## config.mk

```make
export PLATFORM = sky130hd
export DESIGN_NAME = tick_timer
export DESIGN_NICKNAME = d
export VERILOG_FILES = /design/src/tick_timer.v /design/src/tick_divider.v
export VERILOG_INCLUDE_DIRS = /design/src
export SDC_FILE = /design/constraint.sdc
export NUM_CORES = 1
export LEC_CHECK = 0
export BUFFER_PORTS_ARGS = -buffer_cell sky130_fd_sc_hd__buf_2
export CELL_PAD_IN_SITES_DETAIL_PLACEMENT = 0
export CELL_PAD_IN_SITES_GLOBAL_PLACEMENT = 1
export CORE_MARGIN = 2
export CORE_UTILIZATION = 48
export DETAILED_ROUTE_END_ITERATION = 6
export MAX_ROUTING_LAYER = met4
export PLACE_DENSITY = 0.82
export SYNTH_ARGS = -nofsm -noshare
export SYNTH_HDL_FRONTEND = slang
export SYNTH_SLANG_ARGS = --single-unit
```

## constraint.sdc

```tcl
create_clock -name mclk_i -period 3.9 [get_ports mclk_i]
set_input_delay 0.585 -clock mclk_i [delete_from_list [all_inputs] [get_ports mclk_i]]
set_output_delay 0.585 -clock mclk_i [all_outputs]
set_load 0.02 [all_outputs]
```

## src/tick_timer_defs.vh

```
/*
 Constants for the periodic interval timer: register offsets, field
 positions, reset values and the clock divider count.
 Assumes inclusion by bare name from the design files.
*/
`ifndef TICK_TIMER_DEFS_VH
`define TICK_TIMER_DEFS_VH

// Register byte offsets
`define OFS_INTERVAL_MODE      4'h0
`define OFS_INTERVAL_STATUS    4'h4
`define OFS_INTERVAL_VALUE_ACK 4'h8
`define OFS_INTERVAL_SNAPSHOT  4'hc

// Mode register fields
`define LIMIT_MSB              19
`define LIMIT_LSB              0
`define TIMER_ENABLE_BIT       24
`define TICK_IRQ_ENABLE_BIT    25

// Value register fields
`define COUNT_MSB              31
`define COUNT_LSB              20

// Status register field
`define REACHED_BIT            0

// Reset values
`define MODE_RESET             32'h000fffff
`define LIMIT_RESET            20'hfffff

// Divider: one tick every 16 master clocks
`define DIV_RATIO              16
`define DIV_LAST               4'hf

`endif

```

## src/tick_timer.v

```verilog
/*
 Periodic interval timer producing the operating-system tick request.
 Holds a 20-bit interval counter and a 12-bit elapsed-interval count,
 the counter stepping at master clock / 16 and the count once per interval, plus four software registers.
 Assumes a plain register port with read data one cycle after the read
 strobe, a synchronous debug-state input from the core, one clock.
*/
// Strobed register access was decided locally.
// Notes on behaviour
// - 20-bit counter at clock/16 step, 12-bit count steps once per wrap
// - Count up, wrap at limit, bump count
// - Limit sets flag; irq is flag and enable
// - New limit never resets the counters
// - Value read returns counts, clears count, flag
// - Snapshot read has no side effects
// - Enable clear at reset, applied at zero
// - Disabled counter finishes interval, then rests
// - Debug state freezes both counters
// - Interval lasts limit plus one ticks
// - Mode: limit 19:0, enables 24, 25
// - Values: count 31:20, counter 19:0
// - Status bit 0 shows reached flag
`timescale 1ns/10ps
`include "tick_timer_defs.vh"

module tick_timer (
   input  wire        mclk_i,
   input  wire        rst_n_i,
   input  wire [3:0]  addr_i,
   input  wire [31:0] wdata_i,
   input  wire        wr_i,
   input  wire        rd_i,
   input  wire        debug_halt_i,
   output reg  [31:0] rdata_o,
   output reg         tick_irq_o
);

   reg  [19:0] interval_limit_q;
   reg         timer_enable_bit_q;
   reg         tick_irq_enable_q;
   reg  [19:0] interval_counter_q;
   reg  [19:0] interval_counter_d;
   reg  [11:0] elapsed_interval_count_q;
   reg  [11:0] elapsed_interval_count_d;
   reg         interval_reached_flag_q;
   reg         interval_reached_flag_d;
   reg  [31:0] rdata_d;
   wire        tick;
   wire        at_limit;
   wire        ack_read;
   wire [31:0] value_word;

   // Prescaler, frozen in debug state
   tick_divider u_div (
      .mclk_i  (mclk_i),
      .rst_n_i (rst_n_i),
      .halt_i  (debug_halt_i),
      .tick_o  (tick)
   );

   assign at_limit   = (interval_counter_q == interval_limit_q);
   assign ack_read   = rd_i && (addr_i == `OFS_INTERVAL_VALUE_ACK);
   assign value_word = {elapsed_interval_count_q,
                        interval_counter_q};

   // Mode register writes; counters untouched by them
   always @(posedge mclk_i or negedge rst_n_i) begin
      if (!rst_n_i) begin
         interval_limit_q   <= `LIMIT_RESET;
         timer_enable_bit_q <= 1'b0;
         tick_irq_enable_q  <= 1'b0;
      end else if (wr_i && (addr_i == `OFS_INTERVAL_MODE)) begin
         interval_limit_q   <= wdata_i[`LIMIT_MSB:`LIMIT_LSB];
         timer_enable_bit_q <= wdata_i[`TIMER_ENABLE_BIT];
         tick_irq_enable_q  <= wdata_i[`TICK_IRQ_ENABLE_BIT];
      end
   end

   // Counter and flag next state
   always @* begin
      interval_counter_d       = interval_counter_q;
      elapsed_interval_count_d = elapsed_interval_count_q;
      interval_reached_flag_d  = interval_reached_flag_q;
      // Acknowledge first so a same-cycle wrap still wins
      if (ack_read) begin
         elapsed_interval_count_d = 12'h000;
         interval_reached_flag_d  = 1'b0;
      end
      // Enable only matters at zero; a started interval always ends
      if (tick && !debug_halt_i) begin
         if (timer_enable_bit_q ||
             (interval_counter_q != 20'h00000)) begin
            if (at_limit) begin
               interval_counter_d = 20'h00000;
               // Period is limit plus one ticks
               elapsed_interval_count_d =
                  elapsed_interval_count_d + 12'h001;
               interval_reached_flag_d  = 1'b1;
            end else begin
               interval_counter_d =
                  interval_counter_q + 20'h00001;
            end
         end
      end
   end

   // Counter registers
   always @(posedge mclk_i or negedge rst_n_i) begin
      if (!rst_n_i) begin
         interval_counter_q       <= 20'h00000;
         elapsed_interval_count_q <= 12'h000;
         interval_reached_flag_q  <= 1'b0;
      end else begin
         interval_counter_q       <= interval_counter_d;
         elapsed_interval_count_q <= elapsed_interval_count_d;
         interval_reached_flag_q  <= interval_reached_flag_d;
      end
   end

   // Read mux
   always @* begin
      rdata_d = 32'h00000000;
      if (!rd_i) begin
         rdata_d = 32'h00000000;
      end else if (addr_i == `OFS_INTERVAL_MODE) begin
         rdata_d[`LIMIT_MSB:`LIMIT_LSB] = interval_limit_q;
         rdata_d[`TIMER_ENABLE_BIT]     = timer_enable_bit_q;
         rdata_d[`TICK_IRQ_ENABLE_BIT]  = tick_irq_enable_q;
      end else if (addr_i == `OFS_INTERVAL_STATUS) begin
         rdata_d[`REACHED_BIT] = interval_reached_flag_q;
      end else if (addr_i == `OFS_INTERVAL_VALUE_ACK) begin
         rdata_d = value_word;
      end else if (addr_i == `OFS_INTERVAL_SNAPSHOT) begin
         rdata_d = value_word;
      end else begin
         rdata_d = 32'h00000000;                           // Unmapped
      end
   end

   // Registered outputs
   always @(posedge mclk_i or negedge rst_n_i) begin
      if (!rst_n_i) begin
         rdata_o    <= 32'h00000000;
         tick_irq_o <= 1'b0;
      end else begin
         rdata_o    <= rdata_d;
         tick_irq_o <= interval_reached_flag_d &&
                       tick_irq_enable_q;
      end
   end

endmodule

```

## src/tick_divider.v

```verilog
/*
 Divide-by-16 tick generator for the interval counters.
 Assumes a single clock and an active-low asynchronous reset; the
 halt input freezes the prescaler together with the counters.
*/
`timescale 1ns/10ps
`include "tick_timer_defs.vh"

module tick_divider (
   input  wire        mclk_i,
   input  wire        rst_n_i,
   input  wire        halt_i,
   output reg         tick_o
);

   reg  [3:0] div_q;

   // Free-running prescaler, paused while halted; a pending tick
   // is held through the halt so no interval step is lost
   always @(posedge mclk_i or negedge rst_n_i) begin
      if (!rst_n_i) begin
         div_q  <= 4'h0;
         tick_o <= 1'b0;
      end else if (halt_i) begin
         tick_o <= tick_o;
      end else begin
         div_q  <= div_q + 4'h1;
         tick_o <= (div_q == `DIV_LAST);
      end
   end

endmodule

```

==> impl_metrics.ini, run 1 <==
[synthesis]
async_reset_ff_share_pct = 100
synth_top_area_share_pct = 41.5
synth_common_cells = dfrtp_1, nand2_1, mux2_2, xor2_1, dfstp_2
synth_most_common_cell = dfrtp_1
synthCells = 398
synth_top_area_cell = dfrtp_1
syn_nets = 443
ys_warn_count = 0
synth_area_um2 = 4400
syn_avg_cell_area_um2 = 11.1
synth_edf_count = 0
synthFlopType = dfrtp_1
ys_ff_latch = 93
ys_types = 45
synthTopCellsByArea = dfrtp_1, dfstp_2, mux2_2
yosysSeqAreaShare_pct = 53.5

[drt]
wl_per_cell_um = 17.2
wl_mm = 9.70
via_per_inst = 5.74
drc = 0
route.vias.total = 3230
drt-initial-drc-count = 159
drtAntennaViolNets = 0
drtPass1Iterations = 4

[sta]
slew_headroom_pct = 34.6
max_freq_mhz = 378
finalSetupViolations = 0
period_needed_ns = 2.64
setup_tns_ns = 0
tightest_slew_ns = 0.979
fin_crit_sh_pct = 67.8
slew_viol_final = 0
setup_slack_ns = 1.26
rsz0062_at_grt = false
final-hold-violation-count = 0
clock-skew-final_ns = 0.0117

[clock_network]
clock_path_buffers = 2
clk_latency_ns = 0.36
cts_setup_buffers = 0
post_cts_resized = 0
ctsHoldBuffers = 0
cts-root-buf = clkbuf_8
htree_num_levels = 3
path_clk_slew_ns = 0.09
cts_sinks = 93
tritoncts = done
cts-buffers-inserted = 9

[floorplan]
row_count = 34
die_h_um = 99.7
initial_utilization_pct = 50.0
dieArea_um2 = 9950
die_x_um = 99.7
io_pins = 74
core_area_um2 = 8810

[final_layout]
fillers = 784
final_nets = 495
postLayoutCoreUtil_pct = 56.6
drive_above_1_share_pct = 29.7
n_antenna_cell = 0
syn_to_final_growth_pct = 13.3
final_cells = 563

[critical_path]
crit_type = reg -> reg
reg2reg_slack_ns = 1.26
critPathSlowestCell = dfrtp_1
r2r_cells = 8
r2r-end = interval_reached_flag_q$_DFF_PN0_
cp_top_family = simple AND/OR/NAND/NOR gates
cp_cell_sequence = inv_1 > ha_1 > nor4b_1 > nand2_1 > o21ai_2 > nor3_2 > buf_4 > or2_2
crit_required_ns = 4.15
endpoint_kind = flop
rr_startpoint = interval_counter_q[1]$_DFFE_PN0P_
startpoint_type = flop
crit_buf_inv = 2
crit_path_max_fanout = 17
critPathArrivalTime_ns = 2.89
slowest_delay_ns = 0.48

[placed_design]
port_buffers = 63
hpwl_mm = 6.74
pre_cts_ws_ns = 1.16
dp_cells = 547
routabilityCongestion = 0.855

[global_routing]
grt_pass1_wl_mm = 16.1
grt_start_max_net_pins = 72
grt_use_total_pct = 21.3
grt_overflow = 0
grt_pass1_vias = 3152
antenna_found_initial = 0

[pwr]
p_switching_mw = 0.610
total_power_mw = 2.18
clkPwrFrac_pct = 30.8
ir_worst_vdd_mv = 0.236
switching_share_pct = 28.0
p_leak_nw = 2.34
power.density_nw_per_um2 = 436
comb_power_share_pct = 14.0
pwr-share-seq_pct = 55.2
p_int_mw = 1.57

[status]
status = complete, no violations

[run]
cap_violations = 0

[worst_hold_path]
min_path_type = in -> async
[power groups by stage]
stage                     clock network [mW]  logic, mW  registers [mW]
final                                  0.669      0.305            1.20
after global routing                   0.721      0.351            1.22
after CTS                              0.683      0.311            1.20
after detailed placement                   0      0.308            1.22
after global placement                     0      0.297            1.21
after floorplan                            0      0.219            1.19
[layer usage]
layer	vias to the layer above	track usage [%]	share of wire [%]	routed length, um
met2	71	33.4	48	4620
li1	1529	-	-	-
met4	0	6.53	1.3	125
met3	12	2.81	3.8	371
met1	1618	29.2	47	4580
met5	-	-	0	0
[worst max path at each step]
stage	depth (start not counted)	endpoint	startpoint
after global placement	9	elapsed_interval_count_q[8]$_DFF_PN0_	addr_i[3]
final	8	interval_reached_flag_q$_DFF_PN0_	interval_counter_q[1]$_DFFE_PN0P_
after detailed placement	9	elapsed_interval_count_q[4]$_DFF_PN0_	addr_i[3]
after global routing	8	interval_reached_flag_q$_DFF_PN0_	interval_counter_q[0]$_DFFE_PN0P_
after floorplan	8	elapsed_interval_count_q[10]$_DFF_PN0_	addr_i[1]
after CTS	6	interval_reached_flag_q$_DFF_PN0_	interval_counter_q[14]$_DFFE_PN0P_
[kinds of logic (layout without fill, tap and decap cells)]
family          count (synthesis)  count (layout)  synth area share [%]
mux                            29              29                  7.28
simple gates                  139             139                  17.5
flops                          93              93                  53.5
buf+inv                        33              90                  3.30
fa+ha+maj                       4               4                  1.14
xor+xnor                       32              32                  6.37
compound gates                 68              68                  11.0
[state kept, by name, summed over array words and instances, names as in the netlist]
signal                    cells
elapsed_interval_count_q     12
interval_counter_q           20
interval_limit_q             20
interval_reached_flag_q       1
rdata_o                      32
tick_irq_enable_q             1
tick_irq_o                    1
timer_enable_bit_q            1
u_div.div_q                   4
u_div.tick_o                  1
[metrics by stage]
step	cell area, um2	hold slack [ns]
5_1_grt	4980	0.421
4_1_cts	4980	0.374
2_1_floorplan	4400	0.289
3_3_place_gp	4780	0.461
3_5_place_dp	4780	0.481
6_report	4980	0.333
[cell type report]
class | count | area, um2 | area share, %
Clock inverter | 6 | 68.8 | 1.38
Inverter | 7 | 26.3 | 0.527
Timing Repair Buffer | 67 | 348 | 6.98
Multi-Input combinational cell | 272 | 1920 | 38.5
Tap cell | 108 | 135 | 2.71
Sequential cell | 93 | 2350 | 47.2
Clock buffer | 10 | 138 | 2.76
[cells in the final DEF (no fill, tap or decap), drive strengths merged, types with 2 or more instances in the layout]
| cell | synthesis | final |
|---|---|---|
| a21oi | 13 | 13 |
| a22o | 19 | 19 |
| and2 | 15 | 15 |
| and3 | 7 | 7 |
| buf | 14 | 67 |
| clkbuf | 12 | 10 |
| clkinv | 0 | 2 |
| dfrtp | 73 | 73 |
| dfstp | 20 | 20 |
| ha | 4 | 4 |
| inv | 7 | 9 |
| mux2 | 24 | 24 |
| mux2i | 5 | 5 |
| nand2 | 29 | 29 |
| nand2b | 7 | 7 |
| nand3 | 14 | 14 |
| nand4 | 6 | 6 |
| nand4b | 2 | 2 |
| nor2 | 17 | 17 |
| nor2b | 2 | 2 |
| nor3 | 5 | 5 |
| nor4 | 13 | 13 |
| nor4b | 2 | 2 |
| o2111ai | 3 | 3 |
| o211ai | 9 | 9 |
| o21ai | 13 | 13 |
| o311ai | 2 | 2 |
| o31ai | 5 | 5 |
| or2 | 4 | 4 |
| or3 | 7 | 7 |
| or4 | 5 | 5 |
| xnor2 | 9 | 9 |
| xor2 | 23 | 23 |
Note: power is estimated with default switching activity, not from simulation.
==> inputs of run 2 (changes only) <==
CORE_UTILIZATION = 40   (was 48)
PLACE_DENSITY = 0.73   (was 0.82)
clock period = 2.4 ns   (was 3.9 ns; I/O delays follow)
==> run 2 against run 1 <==
Net effect:
- final cell count is 11% higher
- total power is 64% higher
- core utilization is 7.9 points lower
- die area is 19% higher
- clock power is 64% higher
- sequential share of layout area is 2.5 points lower
- clock-buffer cell count is 1 higher
- critical path depth is 2 lower
- critical path type unchanged
==> impl_metrics.ini, run 2 (synthesis gave the netlist of run 1 again) <==
[floorplan]
initial_utilization_pct = 40.8
io_pins = 74
die_h_um = 109
die_x_um = 109
row_count = 38
dieArea_um2 = 11900
core_area_um2 = 10800

[global_routing]
grt_overflow = 0
grt_use_total_pct = 19.2
grt_start_max_net_pins = 58
antenna_found_initial = 0
grt_pass1_wl_mm = 16.8
grt_pass1_vias = 3284

[drt]
drt-initial-drc-count = 220
drtAntennaViolNets = 0
via_per_inst = 5.31
wl_mm = 10.3
wl_per_cell_um = 16.6
route.vias.total = 3310
drtPass1Iterations = 4
drc = 0

[worst_hold_path]
min_path_type = in -> reg
hp-start = wdata_i[5]
holdPathEnd = interval_limit_q[5]$_DFFE_PN1P_
holdPathStages = 2

[critical_path]
crit_path_max_fanout = 15
r2r-end = elapsed_interval_count_q[11]$_DFF_PN0_
rr_startpoint = interval_limit_q[16]$_DFFE_PN1P_
critPathSlowestCell = dfstp_2
r2r_cells = 6
cp_cell_sequence = xor2_1 > nor4_1 > nand4_1 > buf_4 > or4_1 > a21oi_1
crit_required_ns = 2.69
crit_type = reg -> reg
slowest_delay_ns = 0.56
reg2reg_slack_ns = 0.14
startpoint_type = flop
critPathArrivalTime_ns = 2.55
endpoint_kind = flop

[sta]
finalSetupViolations = 0
tightest_slew_ns = 0.536
setup_slack_ns = 0.144
final-hold-violation-count = 0
fin_crit_sh_pct = 94.0
max_freq_mhz = 443
clock-skew-final_ns = 0.00778
slew_viol_final = 0
slew_headroom_pct = 63.9
period_needed_ns = 2.26
setup_tns_ns = 0

[pwr]
ir_worst_vdd_mv = 0.333
power.density_nw_per_um2 = 678
p_leak_nw = 2.48

[run]
cap_violations = 0

[final_layout]
fillers = 987
regArea_um2 = 2350
final_nets = 523
postLayoutCoreUtil_pct = 48.7
n_antenna_cell = 0
final_cells = 623
mostFrequentLayoutCells = dfrtp_1, buf_2, buf_4, nand2_1, mux2_2
final_common_cell = dfrtp_1
largest_reg_flops = 32
multi_input_area_um2 = 1920
drive_above_1_share_pct = 33.7
top_register = rdata_o
final_cell_area_um2 = 5260
top_regs = rdata_o (32), interval_counter_q (20), interval_limit_q (20)
syn_to_final_growth_pct = 19.6

[placed_design]
hpwl_mm = 7.68
dp_cells = 606
routabilityCongestion = 0.870
place_area_um2 = 5030
port_buffers = 63
pre_cts_ws_ns = 0.151

[clock_network]
cts-buffers-inserted = 9
tritoncts = done
cts-root-buf = clkbuf_8
clock_path_buffers = 2
clk_latency_ns = 0.37
htree_num_levels = 3
path_clk_slew_ns = 0.09
cts_sinks = 93

[status]
status = complete, no violations
[run 2: critical path, delay by kind of cell (launching register included)]
family                    cells  cell delay (ns)
AOI/OAI and AO/OA             1             0.16
DFF                           1             0.56
xor gates and xnor gates      1             0.06
buffers and inverters         1             0.27
and+or+nand+nor               3             1.12
[run 2: report_power, final]
| part | internal, mW | switching [mW] | total, mW |
|---|---|---|---|
| clock | 0.538 | 0.558 | 1.10 |
| sequential | 1.78 | 0.178 | 1.96 |
| combinational | 0.259 | 0.251 | 0.511 |
| total | 2.58 | 0.987 | 3.57 |
[run 2: worst max-delay path by stage]
stage / startpoint / to / slack, ns / cells after the start
after floorplan: addr_i[1] / elapsed_interval_count_q[10]$_DFF_PN0_ / 0.35 / 8
after detailed placement: interval_counter_q[14]$_DFFE_PN0P_ / elapsed_interval_count_q[11]$_DFF_PN0_ / 0.15 / 6
final: interval_limit_q[16]$_DFFE_PN1P_ / elapsed_interval_count_q[11]$_DFF_PN0_ / 0.14 / 6
after global routing: interval_counter_q[1]$_DFFE_PN0P_ / interval_counter_q[14]$_DFFE_PN0P_ / -0.003 / 6
after CTS: interval_counter_q[14]$_DFFE_PN0P_ / elapsed_interval_count_q[11]$_DFF_PN0_ / 0.14 / 6
after global placement: addr_i[3] / elapsed_interval_count_q[4]$_DFF_PN0_ / 0.18 / 9
[run 2: final cells by class]
type	count	share of cell area, %
sequential	93	44.7
multi-input combinational	272	36.6
timing repair buffer	95	10.9
tap	140	3.33
clock buffer	11	2.88
clock inverter	5	1.12
inverter	7	0.500
[run 2: timing repair]
| item | CTS | global route |
|---|---|---|
| setup buffers | 0 | 0 |
| endpoints found under the hold margin | 31 | 0 |
| gates resized for setup | 0 | 1 |
| hold buffers | 1 | 0 |
| endpoints found under the setup margin | 0 | 1 |
[run 2: per-layer routing]
metal	up-vias	GRT usage [%]	share of wire (%)
met3	15	2.93	4.7
met5	-	-	0
met4	0	7.33	1.8
met1	1637	26.1	46
li1	1583	-	-
met2	75	29.2	47
[run 2: stage by stage]
step	power (mW)	hold WS, ns
floorplan	2.29	0.0644
global placement	2.48	0.357
detailed placement	2.50	0.361
CTS	3.60	0.210
global route	3.76	0.211
finish	3.57	0.221
==> inputs of run 3 (changes only) <==
PLACE_DENSITY = not set   (was 0.73)
PLACE_DENSITY_LB_ADDON = 0.1   (was not set)
==> run 3 against run 2 <==
Net effect:
- via count is 1.6% lower
- non-clock buffer count is 3 higher
- fmax is 2.0% higher
- largest cell class unchanged
- sequential share of layout area is 0.19 points higher
- sequential cell count stayed put
- cell area is 0.43% lower
- setup slack better by 0.044 ns
- sequential power hardly changed
- worst hold slack worse by 0.0098 ns
- highest routed layer unchanged
- register-to-register slack better by 0.04 ns
- clock power is 14% lower
- clock-buffer cell count stayed put
==> impl_metrics.ini, run 3 (synthesis gave the netlist of run 1 again) <==
[placed_design]
port_buffers = 63
routabilityCongestion = 0.785
hpwl_mm = 7.48
place_area_um2 = 5060

[global_routing]
grt_overflow = 0
antenna_found_initial = 0
grt_pass1_vias = 3273
grt_pass1_wl_mm = 16.7
grt_start_max_net_pins = 54
grt_use_total_pct = 19.2

[critical_path]
rr_startpoint = interval_counter_q[2]$_DFFE_PN0P_
r2r_cells = 6
crit_path_max_fanout = 22
critPathSlowestCell = dfrtp_1
endpoint_kind = flop
crit_buf_inv = 1
critPathArrivalTime_ns = 2.47
cp_top_family = simple AND/OR/NAND/NOR gates
startpoint_type = flop
reg2reg_slack_ns = 0.19
slowest_delay_ns = 0.51
crit_required_ns = 2.66
cp_cell_sequence = xor2_1 > nor4_1 > nand4_1 > buf_4 > nor3_2 > mux2_2
crit_type = reg -> reg
r2r-end = elapsed_interval_count_q[1]$_DFF_PN0_

[floorplan]
row_count = 38
die_h_um = 109
initial_utilization_pct = 40.8
io_pins = 74
dieArea_um2 = 11900
die_x_um = 109
core_area_um2 = 10800

[drt]
drt-initial-drc-count = 164
route.vias.total = 3256
via_per_inst = 5.20
drtPass1Iterations = 4
drtAntennaViolNets = 0
wl_per_cell_um = 16.1
wl_mm = 10.1
drc = 0

[clock_network]
tritoncts = done
cts_sinks = 93
cts-root-buf = clkbuf_8
cts-buffers-inserted = 9
htree_num_levels = 3
cts_setup_buffers = 0
path_clk_slew_ns = 0.10
clock_path_buffers = 2
clk_latency_ns = 0.37

[final_layout]
multi_input_area_um2 = 1920
top_register = rdata_o
fillers = 1023
final_cell_area_um2 = 5240
final_common_cell = dfrtp_1
n_antenna_cell = 0
final_nets = 526
mostFrequentLayoutCells = dfrtp_1, buf_2, buf_4, nand2_1, mux2_2
regArea_um2 = 2350
syn_to_final_growth_pct = 19.1
top_regs = rdata_o (32), interval_counter_q (20), interval_limit_q (20)
drive_above_1_share_pct = 33.7
largest_reg_flops = 32

[sta]
clock-skew-final_ns = 0.0173
tightest_slew_ns = 0.444
period_needed_ns = 2.21
setup_tns_ns = 0
fin_crit_sh_pct = 92.2
slew_headroom_pct = 70.0
rsz0062_at_grt = false
slew_viol_final = 0
final-hold-violation-count = 0
finalSetupViolations = 0
max_freq_mhz = 452

[worst_hold_path]
min_path_type = in -> reg
holdPathEnd = interval_limit_q[16]$_DFFE_PN1P_
holdPathStages = 2
hp-start = wdata_i[16]

[pwr]
power.density_nw_per_um2 = 660
ir_worst_vdd_mv = 0.432
p_leak_nw = 2.48
total_power_mw = 3.46

[status]
status = complete, no violations

[run]
cap_violations = 0
run 3: changes by cell type in the layout (fill, tap and decap cells not counted):
cell        delta
inv_6          +1
o21bai_1       -1
buf_4          +3
nor4b_1        +1
clkinvlp_4     -2
clkinv_4       +1
clkinv_2       +1
clkbuf_8       -2
o21bai_2       +1
bufinv_16      -1
nor4b_2        -1
clkbuf_1       +2
run 3: what timing repair did:
item | CTS | global route
gates resized for setup | 0 | 1
hold buffers | 1 | 0
setup endpoints to repair | 0 | 5
endpoints found under the hold margin | 15 | 0
run 3: per-layer routing:
metal	share of wire [%]	global-route usage [%]
met1	50	26.4
met5	0	-
met3	3.0	3.23
met4	1.5	7.23
met2	46	28.5
run 3: area by class of cell:
| class | instances | share of cell area (%) |
|---|---|---|
| Clock buffer | 11 | 2.51 |
| Timing Repair Buffer | 98 | 11.4 |
| Multi-Input combinational cell | 272 | 36.7 |
| Inverter | 7 | 0.502 |
| Sequential cell | 93 | 44.9 |
| Clock inverter | 5 | 0.693 |
| Tap cell | 140 | 3.34 |
run 3: how the worst max path moves through the flow:
stage,start,endpoint,depth (start not counted),slack [ns]
after detailed placement,interval_counter_q[5]$_DFFE_PN0P_,interval_counter_q[3]$_DFFE_PN0P_,6,0.15
after global routing,interval_counter_q[2]$_DFFE_PN0P_,interval_counter_q[15]$_DFFE_PN0P_,7,0.002
final,interval_counter_q[2]$_DFFE_PN0P_,elapsed_interval_count_q[1]$_DFF_PN0_,6,0.19
after floorplan,addr_i[1],elapsed_interval_count_q[10]$_DFF_PN0_,8,0.35
after CTS,interval_counter_q[5]$_DFFE_PN0P_,interval_counter_q[3]$_DFFE_PN0P_,6,0.13
after global placement,interval_counter_q[2]$_DFFE_PN0P_,interval_counter_q[3]$_DFFE_PN0P_,6,0.11
run 3: through the flow:
step	cells	util [%]	worst slack [ns]	hold slack (ns)
global route	626	48.5	0.00179	0.206
CTS	626	48.5	0.133	0.199
detailed placement	609	46.8	0.146	0.245
floorplan	398	-	0.350	0.0644
finish	626	48.5	0.187	0.211
global placement	609	46.8	0.113	0.242
run 3: report_power, final:
part | switching, mW | internal (mW) | total [mW]
logic | 0.282 | 0.290 | 0.572
registers | 0.152 | 1.78 | 1.94
clock network | 0.566 | 0.382 | 0.948
